**config.mk**
```make
export PLATFORM = sky130hd
export DESIGN_NAME = pio_ports
export DESIGN_NICKNAME = d
export VERILOG_FILES = /design/src/rtl/pio_pkg.sv /design/src/rtl/pio_pad_if.sv /design/src/rtl/pio_sync.sv /design/src/rtl/pio_pad.sv /design/src/rtl/pio_ports.sv
export SDC_FILE = /design/constraint.sdc
export NUM_CORES = 1
export LEC_CHECK = 0
export ABC_AREA = 1
export BUFFER_PORTS_ARGS = -buffer_cell sky130_fd_sc_hd__buf_2
export CORE_ASPECT_RATIO = 0.9
export CORE_MARGIN = 5
export CORE_UTILIZATION = 40
export DETAILED_ROUTE_END_ITERATION = 8
export PLACE_DENSITY_LB_ADDON = 0.25
export SYNTH_ARGS = -nofsm -noshare
export SYNTH_HDL_FRONTEND = slang
export SYNTH_SLANG_ARGS = --single-unit
```
**constraint.sdc**
```tcl
create_clock -name core_clk -period 2.3 [get_ports core_clk]
set_clock_uncertainty 0.15 [all_clocks]
set_input_delay 0.345 -clock core_clk [delete_from_list [all_inputs] [get_ports core_clk]]
set_output_delay 0.345 -clock core_clk [all_outputs]
set_load 0.01 [all_outputs]
```
**src/rtl/pio_pkg.sv**
```systemverilog
package pio_pkg;

  // ************************************************************
  // Geometry
  // ************************************************************
  localparam int PIO_PORTS = 11;
  localparam int PIO_LINES = 88;
  localparam int PIO_GROUPS = 22;
  localparam int PIO_AW = 6;
  localparam int NMI_LINE = 69;
  localparam int OD_LINE_A = 57;
  localparam int OD_LINE_B = 73;
  localparam int NMI_PORT = 8;
  localparam int NMI_BIT = 5;
  localparam int DIR_UNLOCK_BIT = 2;
  localparam int READBACK_BIT = 0;
  localparam int PU_BIT_ONE = 1;

  // ************************************************************
  // Register map (byte addresses)
  // ************************************************************
  localparam logic [5:0] ADDR_DATA_BASE = 6'h00;
  localparam logic [5:0] ADDR_DIR_BASE = 6'h10;
  localparam logic [5:0] ADDR_PULLUP0 = 6'h20;
  localparam logic [5:0] ADDR_PULLUP1 = 6'h21;
  localparam logic [5:0] ADDR_PULLUP2 = 6'h22;
  localparam logic [5:0] ADDR_READBACK = 6'h24;
  localparam logic [5:0] ADDR_PROTECT = 6'h28;
  localparam logic [5:0] ADDR_PMODE = 6'h2c;

  // ************************************************************
  // Reset values and masks
  // ************************************************************
  localparam logic [7:0] RST_ZERO = 8'h00;
  localparam logic [7:0] RST_PULLUP1_EXP = 8'h02;
  localparam logic [87:0] BUS_LINE_MASK = 88'h00_0000_0000_ffff_ffff_ffff;
  // Groups of P0 to P3, low nibble of P4, and P5
  localparam logic [21:0] BUS_PULL_MASK = 22'h0dff;
  localparam logic [7:0] PULLUP2_MASK = 8'h3f;

  typedef enum logic [1:0] {
    PIO_SINGLE = 2'b00,
    PIO_MEMEXP = 2'b01,
    PIO_RSVD = 2'b10,
    PIO_MICRO = 2'b11
  } pio_mode_t;

endpackage

```
**src/rtl/pio_pad_if.sv**
```systemverilog
`timescale 1ns/10ps
interface pio_pad_if;
  import pio_pkg::*;
  logic [PIO_LINES-1:0] dir;
  logic [PIO_LINES-1:0] latch;
  logic [PIO_GROUPS-1:0] pullSel;
  logic busMode;
  logic [PIO_LINES-1:0] periphOutEn;
  logic [PIO_LINES-1:0] periphOut;

  modport regs (
    output dir, latch, pullSel, busMode, periphOutEn, periphOut
  );
  modport pads (
    input dir, latch, pullSel, busMode, periphOutEn, periphOut
  );
endinterface

```
**src/rtl/pio_sync.sv**
```systemverilog
`timescale 1ns/10ps
module pio_sync
  import pio_pkg::*;
(
  // Clock
  input wire logic core_clk,
  // Async levels
  input wire logic [PIO_LINES:0] asyncIn,
  // Synchronised levels
  output logic [PIO_LINES:0] syncOut
);

  typedef struct packed {
    logic [PIO_LINES:0] stage1;
    logic [PIO_LINES:0] stage2;
  } pio_sync_t;

  pio_sync_t s_q;
  pio_sync_t s_d;

  // No reset: the boot strap must already be settled when rst is released
  always_comb begin
    s_d = s_q;
    s_d.stage1 = asyncIn;
    s_d.stage2 = s_q.stage1;
  end

  always_ff @(posedge core_clk) begin
    s_q <= s_d;
  end

  assign syncOut = s_q.stage2;

endmodule

```
**src/rtl/pio_pad.sv**
```systemverilog
`timescale 1ns/10ps
module pio_pad
  import pio_pkg::*;
(
  // Clock and reset
  input wire logic core_clk,
  input wire logic rst,
  // Register side
  pio_pad_if.pads padIf,
  // Pin drivers
  output logic [PIO_LINES-1:0] pinOut,
  output logic [PIO_LINES-1:0] pinOe,
  output logic [PIO_LINES-1:0] pullUpEn
);

  typedef struct packed {
    logic [PIO_LINES-1:0] out;
    logic [PIO_LINES-1:0] oe;
    logic [PIO_LINES-1:0] pull;
  } pio_pad_t;

  pio_pad_t s_q;
  pio_pad_t s_d;
  logic [PIO_LINES-1:0] nxtOut;
  logic [PIO_LINES-1:0] nxtOe;
  logic [PIO_LINES-1:0] nxtPull;

  genvar i;
  generate
    for (i = 0; i < PIO_LINES; i++) begin : g_line
      logic drive;
      logic val;
      logic busLock;
      assign drive = padIf.dir[i] | padIf.periphOutEn[i];
      assign val = padIf.periphOutEn[i] ? padIf.periphOut[i] : padIf.latch[i];
      assign busLock = padIf.busMode & BUS_PULL_MASK[i/4];
      if (i == NMI_LINE) begin : g_nmi
        assign nxtOe[i] = 1'b0;
        assign nxtOut[i] = 1'b0;
        assign nxtPull[i] = 1'b0;
      end else if (i == OD_LINE_A || i == OD_LINE_B) begin : g_od
        // Only ever sinks; a one releases the pin
        assign nxtOe[i] = drive & ~val;
        assign nxtOut[i] = 1'b0;
        assign nxtPull[i] = 1'b0;
      end else begin : g_std
        assign nxtOe[i] = drive;
        assign nxtOut[i] = val;
        assign nxtPull[i] = padIf.pullSel[i/4] & ~drive & ~busLock;
      end
    end
  endgenerate

  always_comb begin
    s_d = s_q;
    s_d.out = nxtOut;
    s_d.oe = nxtOe;
    s_d.pull = nxtPull;
    if (rst) begin
      s_d = '0;
    end
  end

  always_ff @(posedge core_clk) begin
    s_q <= s_d;
  end

  assign pinOut = s_q.out;
  assign pinOe = s_q.oe;
  assign pullUpEn = s_q.pull;

endmodule

```
**src/rtl/pio_ports.sv**
```systemverilog
`timescale 1ns/10ps
// What this block does
// 88 lines in eleven ports, per-line direction, pull-ups chosen per four lines.
// NMI-shared line is input only, unpulled, read at port 8 bit 5.
// NMI-shared line has no direction bit.
// Software clears direction bit for peripheral inputs and converter outputs.
// Peripheral outputs other than the converter drive whatever the direction bit.
// In bus modes, direction and data writes to bus-control lines are ignored.
// Input line reads pin level; writes still update the latch.
// Output line reads latch; latch drives the pin.
// Pull-up only when group bit is one and direction bit zero.
// In bus modes bus-port pull-ups have no effect; bits stay writable.
// Readback select set makes port 1 read return the latch.
// Software writes ports 7 and 9 direction right after unlocking.
// Open-drain lines of ports 7 and 9 float on a one.
// Hardware reset: pull-up register 1 is zero or 02 by boot pin.
// Soft resets: pull-up register 1 is zero or 02 by mode field.
// Mode change from single-chip to 01 or 11 sets pull-up bit one.
// Open-drain lines and NMI-shared line never get pull-ups.
// Direction bit one makes the line an output driving the latch.
module pio_ports
  import pio_pkg::*;
(
  // Clock and reset
  input wire logic core_clk,
  input wire logic rst,
  input wire logic softRst,
  // Register port
  input wire logic [PIO_AW-1:0] regAddr,
  input wire logic [7:0] regWrData,
  input wire logic regWrEn,
  input wire logic regRdEn,
  output logic [7:0] regRdData,
  // Peripheral outputs
  input wire logic [PIO_LINES-1:0] periphOutEn,
  input wire logic [PIO_LINES-1:0] periphOut,
  // Pins
  input wire logic bootModePin,
  input wire logic [PIO_LINES-1:0] pinIn,
  output logic [PIO_LINES-1:0] pinOut,
  output logic [PIO_LINES-1:0] pinOe,
  output logic [PIO_LINES-1:0] pullUpEn,
  // Status
  output logic [1:0] processorMode
);

  // ************************************************************
  // State
  // ************************************************************
  typedef struct packed {
    logic [PIO_PORTS-1:0][7:0] lineDir;
    logic [PIO_PORTS-1:0][7:0] lineData;
    logic [7:0] pullup0;
    logic [7:0] pullup1;
    logic [7:0] pullup2;
    logic [7:0] readbackCtl;
    logic [7:0] writeProtect;
    pio_mode_t procMode;
    logic [7:0] rdData;
  } pio_state_t;

  pio_state_t s_q;
  pio_state_t s_d;

  logic [PIO_LINES:0] syncLevels;
  logic [PIO_LINES-1:0] pinSync;
  logic bootSync;
  logic busMode;
  logic [PIO_LINES-1:0] lockMask;
  logic [PIO_LINES-1:0] dirFlat;
  logic [PIO_LINES-1:0] latFlat;
  logic [PIO_LINES-1:0] readView;
  logic [PIO_PORTS-1:0][7:0] readPorts;

  pio_pad_if padIf ();

  // ************************************************************
  // Pin and strap synchronisers
  // ************************************************************
  pio_sync u_sync (
    .core_clk (core_clk),
    .asyncIn  ({bootModePin, pinIn}),
    .syncOut  (syncLevels)
  );

  assign pinSync = syncLevels[PIO_LINES-1:0];
  assign bootSync = syncLevels[PIO_LINES];

  // ************************************************************
  // Mode and flattened views
  // ************************************************************
  assign busMode = (s_q.procMode == PIO_MEMEXP) || (s_q.procMode == PIO_MICRO);
  assign lockMask = busMode ? BUS_LINE_MASK : '0;
  assign dirFlat = s_q.lineDir;
  assign latFlat = s_q.lineData;

  // Input lines read the pin, output lines and all of port 1 with readback set the latch
  genvar gl;
  generate
    for (gl = 0; gl < PIO_LINES; gl++) begin : g_read
      if (gl == NMI_LINE) begin : g_nmi
        assign readView[gl] = pinSync[gl];
      end else if (gl / 8 == 1) begin : g_p1
        assign readView[gl] = (dirFlat[gl] | s_q.readbackCtl[READBACK_BIT])
          ? latFlat[gl] : pinSync[gl];
      end else begin : g_std
        assign readView[gl] = dirFlat[gl] ? latFlat[gl] : pinSync[gl];
      end
    end
  endgenerate

  assign readPorts = readView;

  // ************************************************************
  // Pad control
  // ************************************************************
  assign padIf.dir = dirFlat;
  assign padIf.latch = latFlat;
  assign padIf.pullSel = {s_q.pullup2[5:0], s_q.pullup1, s_q.pullup0};
  assign padIf.busMode = busMode;
  assign padIf.periphOutEn = periphOutEn;
  assign padIf.periphOut = periphOut;

  pio_pad u_pad (
    .core_clk (core_clk),
    .rst      (rst),
    .padIf    (padIf),
    .pinOut   (pinOut),
    .pinOe    (pinOe),
    .pullUpEn (pullUpEn)
  );

  // ************************************************************
  // Register file
  // ************************************************************
  always_comb begin
    logic [7:0] lock;
    logic [7:0] nextVal;
    logic wroteProtect;
    pio_mode_t newMode;
    lock = '0;
    nextVal = '0;
    wroteProtect = 1'b0;
    newMode = PIO_SINGLE;
    s_d = s_q;
    s_d.rdData = '0;

    // Writes
    if (regWrEn) begin
      for (int p = 0; p < PIO_PORTS; p++) begin
        lock = lockMask[p*8 +: 8];
        if (regAddr == ADDR_DATA_BASE + 6'(p)) begin
          // Latch updates even for input lines
          s_d.lineData[p] = (regWrData & ~lock) | (s_q.lineData[p] & lock);
        end
        if (regAddr == ADDR_DIR_BASE + 6'(p)) begin
          nextVal = (regWrData & ~lock) | (s_q.lineDir[p] & lock);
          if (p == NMI_PORT) begin
            nextVal[NMI_BIT] = 1'b0;
          end
          // Ports 7 and 9 need the one-shot unlock
          if ((p != 7 && p != 9) || s_q.writeProtect[DIR_UNLOCK_BIT]) begin
            s_d.lineDir[p] = nextVal;
          end
        end
      end
      case (regAddr)
        ADDR_PULLUP0: begin
          s_d.pullup0 = regWrData;
        end
        ADDR_PULLUP1: begin
          s_d.pullup1 = regWrData;
        end
        ADDR_PULLUP2: begin
          s_d.pullup2 = regWrData & PULLUP2_MASK;
        end
        ADDR_READBACK: begin
          s_d.readbackCtl = regWrData;
        end
        ADDR_PROTECT: begin
          s_d.writeProtect = regWrData;
          wroteProtect = 1'b1;
        end
        ADDR_PMODE: begin
          newMode = pio_mode_t'(regWrData[1:0]);
          s_d.procMode = newMode;
          if (s_q.procMode == PIO_SINGLE &&
              (newMode == PIO_MEMEXP || newMode == PIO_MICRO)) begin
            s_d.pullup1[PU_BIT_ONE] = 1'b1;
          end
        end
        default: begin
        end
      endcase
      // Unlock lasts exactly one following write
      if (!wroteProtect) begin
        s_d.writeProtect[DIR_UNLOCK_BIT] = 1'b0;
      end
    end

    // Reads, answered one cycle later
    if (regRdEn) begin
      for (int p = 0; p < PIO_PORTS; p++) begin
        if (regAddr == ADDR_DATA_BASE + 6'(p)) begin
          s_d.rdData = readPorts[p];
        end
        if (regAddr == ADDR_DIR_BASE + 6'(p)) begin
          s_d.rdData = s_q.lineDir[p];
        end
      end
      case (regAddr)
        ADDR_PULLUP0: begin
          s_d.rdData = s_q.pullup0;
        end
        ADDR_PULLUP1: begin
          s_d.rdData = s_q.pullup1;
        end
        ADDR_PULLUP2: begin
          s_d.rdData = s_q.pullup2;
        end
        ADDR_READBACK: begin
          s_d.rdData = s_q.readbackCtl;
        end
        ADDR_PROTECT: begin
          s_d.rdData = s_q.writeProtect;
        end
        ADDR_PMODE: begin
          s_d.rdData = {6'h00, s_q.procMode};
        end
        default: begin
        end
      endcase
    end

    // Software, watchdog or oscillation-stop reset keeps the mode
    if (softRst) begin
      s_d.lineDir = '0;
      s_d.lineData = '0;
      s_d.pullup0 = RST_ZERO;
      s_d.pullup2 = RST_ZERO;
      s_d.readbackCtl = RST_ZERO;
      s_d.writeProtect = RST_ZERO;
      s_d.rdData = '0;
      // A same-cycle mode write loses against the reset
      s_d.procMode = s_q.procMode;
      s_d.pullup1 = busMode ? RST_PULLUP1_EXP : RST_ZERO;
    end

    // Hardware reset takes the mode from the boot strap
    if (rst) begin
      s_d = '0;
      s_d.procMode = bootSync ? PIO_MICRO : PIO_SINGLE;
      s_d.pullup1 = bootSync ? RST_PULLUP1_EXP : RST_ZERO;
    end
  end

  always_ff @(posedge core_clk) begin
    s_q <= s_d;
  end

  assign regRdData = s_q.rdData;
  assign processorMode = s_q.procMode;

endmodule

```
==> impl_metrics.ini, run 1 <==
[synth]
syn_inst = 2477
synth_seq_cells = 657
synth_edf_count = 10
synth_warnings = 0
synth_area_sq_um = 21700
synthFlopType = dfxtp_1
synthArstFlopShare = 0
ys_seq_area_frac = 0.611
syn_area_per_cell_sq_um = 8.76
synth_cell_types = 38

[setup_path]
cp_cell_sequence = buf_4 -> o21ai_1 -> a21oi_1 -> nor2_1 -> nand4_1 -> nand2_1 -> nand4_1 -> nand2_1 -> nand4_1 -> nand2_1 -> nand4_1 -> nand2_1 -> nand4_1 -> nor2_1 -> nor2_1
arrival_ns = 2.79
cp_common_cell = nand4_1
required_ns = 2.63
critPathCaptureType = flop
worstSetupStartpointType = flop
cpPeakStageDelay_ns = 0.40
crit_path_max_fanout = 14
crit_path_top_delay_cell = dfxtp_4
critPathKind = flop to flop

[floorplan]
coreArea_sq_um = 54000
chipHeight_um = 231
start_util = 0.402
num_rows = 81
die_w_um = 255
pin_count = 558
dieArea_sq_um = 59000

[clock_tree]
clk_pin_slew_ns = 0.07
root_buffer = clkbuf_16
post-cts-setup-buffers = 0
clock_latency_ns = 0.62
h-tree-depth = 3
cts_buffers = 66
cts_tree = built
cts_sinks = 657
clk_path_buf_depth = 3

[timing]
hold_viol = 0
setup_tns_ns = -0.563
tightest_slew_ns = 0.815
max_freq_mhz = 406
drv_slew = 0
period_share = 1.07
timing.final.ws_setup_ns = -0.161
period_needed_ns = 2.46
setup_viol = 6
relSlewSlack = 0.457
rsz0062_at_grt = true

[cells_and_area]
finalInstanceArea_sq_um = 31100
area_growth_pct = 43.3
nNetsFinal = 3685
seqCellArea_sq_um = 13300
multi_input_area_sq_um = 7210
fin_util = 0.575
fillers = 4676
drive_gt1_frac = 0.256

[global_route]
grt-ovfl-total = 0
grt_max_degree = 107
grt.total_usage = 0.277
grtUsageMet1 = 0.366
grt-busiest-layer = met2
antenna_found_initial = 8
first_global_vias = 21118
grt_pass1_wl_um = 127000
grt_use_met2 = 0.460
met3_usage = 0.0539

[detailed_routing]
ant_nets = 0
drc = 0
routed_wl_um = 84400
drt_iter0_drc = 1603
vias = 20970
avgRoutedWirePerCell_um = 20.3
dr.pass1.iters = 5
vias_per_cell = 5.03

[power_and_ir_drop]
p_leak_uw = 0.0138
vdd_drop_max_v = 0.000512
totalPowerFinal_uw = 24800
powerDensity_nw_per_um2 = 797

[job]
max_cap_violations = 0

[outcome]
violations = setup timing
outcome = finished with violations

[placement]
placed_area_sq_um = 26100
gp_congestion = 0.926
portBuffers = 548
hpwlAfterDp_um = 61500

[worst_hold_path]
hold_class = primary input to flop
[layout make-up]
cell class	instances	area share
antenna	9	0.000725
sequential	657	0.427
tap	705	0.0284
multi-input combinational	1506	0.232
inverter	204	0.0247
clock buffer	96	0.0628
timing repair buffer	966	0.216
clock inverter	23	0.00898
[layout by cell type (no fill, tap or decap), types with 4 or more instances in the layout]
cell type	n
dfxtp_1	644
buf_2	547
nor2_1	336
nand2_1	306
a21oi_1	294
dlygate4sd3_1	268
o21ai_0	249
inv_1	187
buf_4	139
nor3_1	93
clkbuf_16	71
nand4_1	44
nand3_1	34
o211ai_1	27
nor2_2	21
clkbuf_1	17
a211oi_1	15
nor2_4	14
mux2i_1	12
buf_12	12
inv_2	11
mux2_2	11
or2_2	10
edfxtp_1	10
diode_2	9
nand2_2	8
clkbuf_8	8
clkinv_2	8
conb_1	7
o21ai_1	6
a22oi_1	6
clkinv_1	5
clkinvlp_4	5
bufinv_16	4
[worst paths after layout]
check / start / endpoint / slack, ns / cells after the start
worst min register to register: u_sync.s_d[18]$_DFF_P_ / u_sync.syncOut[18]$_DFF_P_ / 0.17 / 0
worst max-delay path: s_q[18]$_SDFFE_PP0P_ / regRdData[2]$_SDFF_PP0_ / -0.16 / 15
worst max register to register: s_q[18]$_SDFFE_PP0P_ / regRdData[2]$_SDFF_PP0_ / -0.16 / 15
worst min-delay path: regWrData[3] / dirFlat[51]$_SDFFE_PP0P_ / 0.04 / 3
[cell families after synthesis]
group                  Yosys count  synth area share
AND/OR/NAND/NOR                869             0.171
buffers and inverters          320            0.0600
other                            1          0.000173
AO/OA/AOI/OAI                  607             0.147
multiplexers                    23            0.0112
flip-flops                     657             0.611
[timing repair]
item	CTS	global route
pin swaps	2	2
hold buffers	268	0
gates resized for setup	15	6
hold endpoints to repair	346	0
setup endpoints to repair	12	8
[stage by stage]
stage	hold slack [ns]	instances	worst slack (ns)
6_report	0.0405	4166	-0.161
5_1_grt	0.0234	4163	-0.307
4_1_cts	0.00131	4157	-0.104
3_5_place_dp	0.162	3770	-0.469
3_3_place_gp	0.162	3770	-0.481
2_1_floorplan	0.160	2483	0.0894
[critical path: cells and delay by family (launching register included)]
family / cells / cell delay, ns
AOI/OAI and AO/OA: 2 / 0.20
buffers and inverters: 1 / 0.15
and+or+nand+nor: 12 / 1.42
DFF: 1 / 0.40
[cells in the mapped netlist, types with 11 or more instances]
cell / number / area share
o21ai_0: 253 / 0.058
buf_2: 18 / 0.0042
nor2_4: 11 / 0.0057
clkbuf_1: 76 / 0.013
mux2i_1: 12 / 0.0055
a21oi_1: 294 / 0.068
mux2_2: 11 / 0.0057
buf_4: 18 / 0.0062
a211oi_1: 15 / 0.0052
o211ai_1: 27 / 0.0093
inv_1: 188 / 0.033
nand3_1: 34 / 0.0078
nand4_1: 44 / 0.013
dfxtp_1: 647 / 0.60
nor3_1: 93 / 0.021
nor2_1: 343 / 0.059
nor2_2: 17 / 0.0049
nand2_1: 311 / 0.054
[report_power, final]
part           leakage [uW]  internal, uW  switching, uW  total (uW)
Combinational       0.00726           840            992        1830
Sequential          0.00543         11800            135       11900
Clock               0.00108          6420           4610       11000
[metal layers]
metal	wire (um)	up-vias
met4	2680	0
met1	36800	9946
met2	39600	804
met5	0	-
met3	5280	179
li1	-	10041
Note: power is estimated with default switching activity, not from simulation.
==> run 2, diff against run 1 <==
--- a/config.mk
+++ b/config.mk
@@ -14,4 +14,5 @@
 export PLACE_DENSITY_LB_ADDON = 0.25
 export SYNTH_ARGS = -nofsm -noshare
 export SYNTH_HDL_FRONTEND = slang
+export SYNTH_HIERARCHICAL = 1
 export SYNTH_SLANG_ARGS = --single-unit
==> run 2 against run 1 <==
Effect of this change: the run still ends with setup timing left; non-clock buffer count is 110 higher; register-to-register slack lost 0.04 ns; sequential cell count did not move; synthesized area is 3.4% higher; cell count up 6.6%; synthesized cell count up 4.6%; cell area is 5.7% higher; critical path depth grew 2; wire length increased by 3.2%; sequential share of layout area fell by 2.3 points; maximum frequency down 1.6%; via count rose by 3.1%; critical path type unchanged; highest routed layer unchanged.
==> impl_metrics.ini, run 2 <==
[power_and_ir_drop]
totalPowerFinal_uw = 25300
p_int_uw = 19500
p_comb_frac = 0.083
powerDensity_nw_per_um2 = 771
power_switching_uw = 5850
vdd_drop_max_v = 0.000561
p_leak_uw = 0.0151
power_frac_seq = 0.471
p_clk_frac = 0.446
swShare = 0.231

[setup_path]
crit_path_max_fanout = 12
critPathKind = flop to flop
critPathCaptureType = flop
required_ns = 2.64
arrival_ns = 2.84
worstSetupStartpointType = flop

[clock_tree]
clk_pin_slew_ns = 0.06
root_buffer = clkbuf_16
cts_buffers = 69
clock_latency_ns = 0.61
cts_sinks = 657
cts_tree = built
clk_path_buf_depth = 3
h-tree-depth = 3

[cells_and_area]
drive_gt1_frac = 0.265
seqCellArea_sq_um = 13300
multi_input_area_sq_um = 7540
layout_common_cells = dfxtp_1 (643), buf_2 (547), nor2_1 (479)
stdcell_count = 4441
fin_util = 0.591
fillers = 4742
final_common_cell = dfxtp_1
nNetsFinal = 3914
area_growth_pct = 46.5

[placement]
hpwlAfterDp_um = 60800
portBuffers = 548
place_inst = 3950
gp_congestion = 0.963

[floorplan]
pin_count = 558
num_rows = 82
start_util = 0.403
coreArea_sq_um = 55600
chipHeight_um = 235
die_w_um = 260
dieArea_sq_um = 60900

[detailed_routing]
dr.pass1.iters = 6
topRoutingLayerUsed = met4
vias = 21616
wl_met1_um = 36600
vias_per_cell = 4.87
ant_nets = 0
wl_met3_um = 6170
drt_iter0_drc = 1666
routed_wl_um = 87100
avgRoutedWirePerCell_um = 19.6
wl_met2_um = 41200
drc = 0

[synth]
synth_area_sq_um = 22400
syn_inst = 2591
synth_warnings = 6
syn_area_per_cell_sq_um = 8.65

[timing]
timing.final.ws_setup_ns = -0.202
max_freq_mhz = 400
relSlewSlack = 0.527
tightest_slew_ns = 0.710
period_needed_ns = 2.50
hold_viol = 0
drv_slew = 0
setup_viol = 7
setup_tns_ns = -0.849
rsz0062_at_grt = true
period_share = 1.09
timing.hold.ws_ns = 0.0269

[global_route]
first_global_vias = 21943
antenna_found_initial = 8
grt_pass1_wl_um = 130000
grt-ovfl-total = 0
grt.total_usage = 0.274
grt_max_degree = 78

[worst_hold_path]
hold_class = primary input to flop

[job]
max_cap_violations = 0

[outcome]
violations = setup timing
outcome = finished with violations
-- run 2: cell types whose count changed in the layout (fill, tap and decap cells not counted), moves of 21 or more --
cell / change
nor2_1: +143
nor3_1: -45
nand2_1: -21
a21oi_1: -90
inv_1: +58
dlygate4sd3_1: +95
-- run 2: final timing paths --
kind,start,to,slack (ns),cells past startpoint
setup / recovery,s_q[18]$_SDFFE_PP0P_,regRdData[6]$_SDFF_PP0_,-0.20,17
hold / removal,regWrEn,flop,0.03,5
setup reg to reg,s_q[18]$_SDFFE_PP0P_,regRdData[6]$_SDFF_PP0_,-0.20,17
hold reg to reg,u_sync/s_d[74]$_DFF_P_,u_sync/syncOut[74]$_DFF_P_,0.17,0
-- run 2: through the flow --
| step | cell area [sq um] | setup slack [ns] |
|---|---|---|
| final | 32800 | -0.202 |
| after global routing | 32800 | -0.306 |
| after CTS | 32800 | -0.175 |
| after detailed placement | 26800 | -0.512 |
| after global placement | 26800 | -0.493 |
| after floorplan | 22400 | 0.413 |
-- run 2: final cells by class --
class / count / share of cell area
sequential: 657 / 0.404
clock inverter: 23 / 0.00872
antenna: 8 / 0.000610
timing repair buffer: 1076 / 0.236
clock buffer: 95 / 0.0611
inverter: 271 / 0.0314
tap: 756 / 0.0288
multi-input combinational: 1555 / 0.230
-- run 2: repair_timing --
| action | CTS | global route |
|---|---|---|
| hold buffers | 363 | 0 |
| hold endpoints to repair | 349 | 0 |
| resized for setup | 20 | 9 |
| endpoints found under the setup margin | 8 | 8 |
| cloned | 0 | 0 |
| pin swaps | 3 | 5 |
| setup buffers | 1 | 1 |
-- run 2: routing by layer --
metal	vias up	global-route usage
met5	-	0
li1	10414	-
met2	910	0.455
met4	0	0.0989
met1	10093	0.357
met3	199	0.0545
-- run 2: critical path, stage by stage (launching register included) --
cell and delay, ns:
dfxtp_4 0.44, buf_4 0.16, buf_4 0.11, nor2_1 0.04, nand2_1 0.05, a21oi_1 0.07
nor2_2 0.17, nand4_1 0.11, nand2_1 0.12, nand4_1 0.15, nand2_1 0.10, nand4_1 0.14
nand2_2 0.14, nand4_1 0.11, nand2_1 0.11, nand4_1 0.09, nor2_1 0.09, nor2_1 0.04
-- run 2: power by group through the flow --
stage	Sequential (uW)	Clock (uW)	Combinational, uW
2_1_floorplan	12200	0	621
3_3_place_gp	12200	0	1540
3_5_place_dp	12200	0	1550
4_1_cts	11900	11500	2050
5_1_grt	11900	12000	2260
6_report	11900	11300	2110
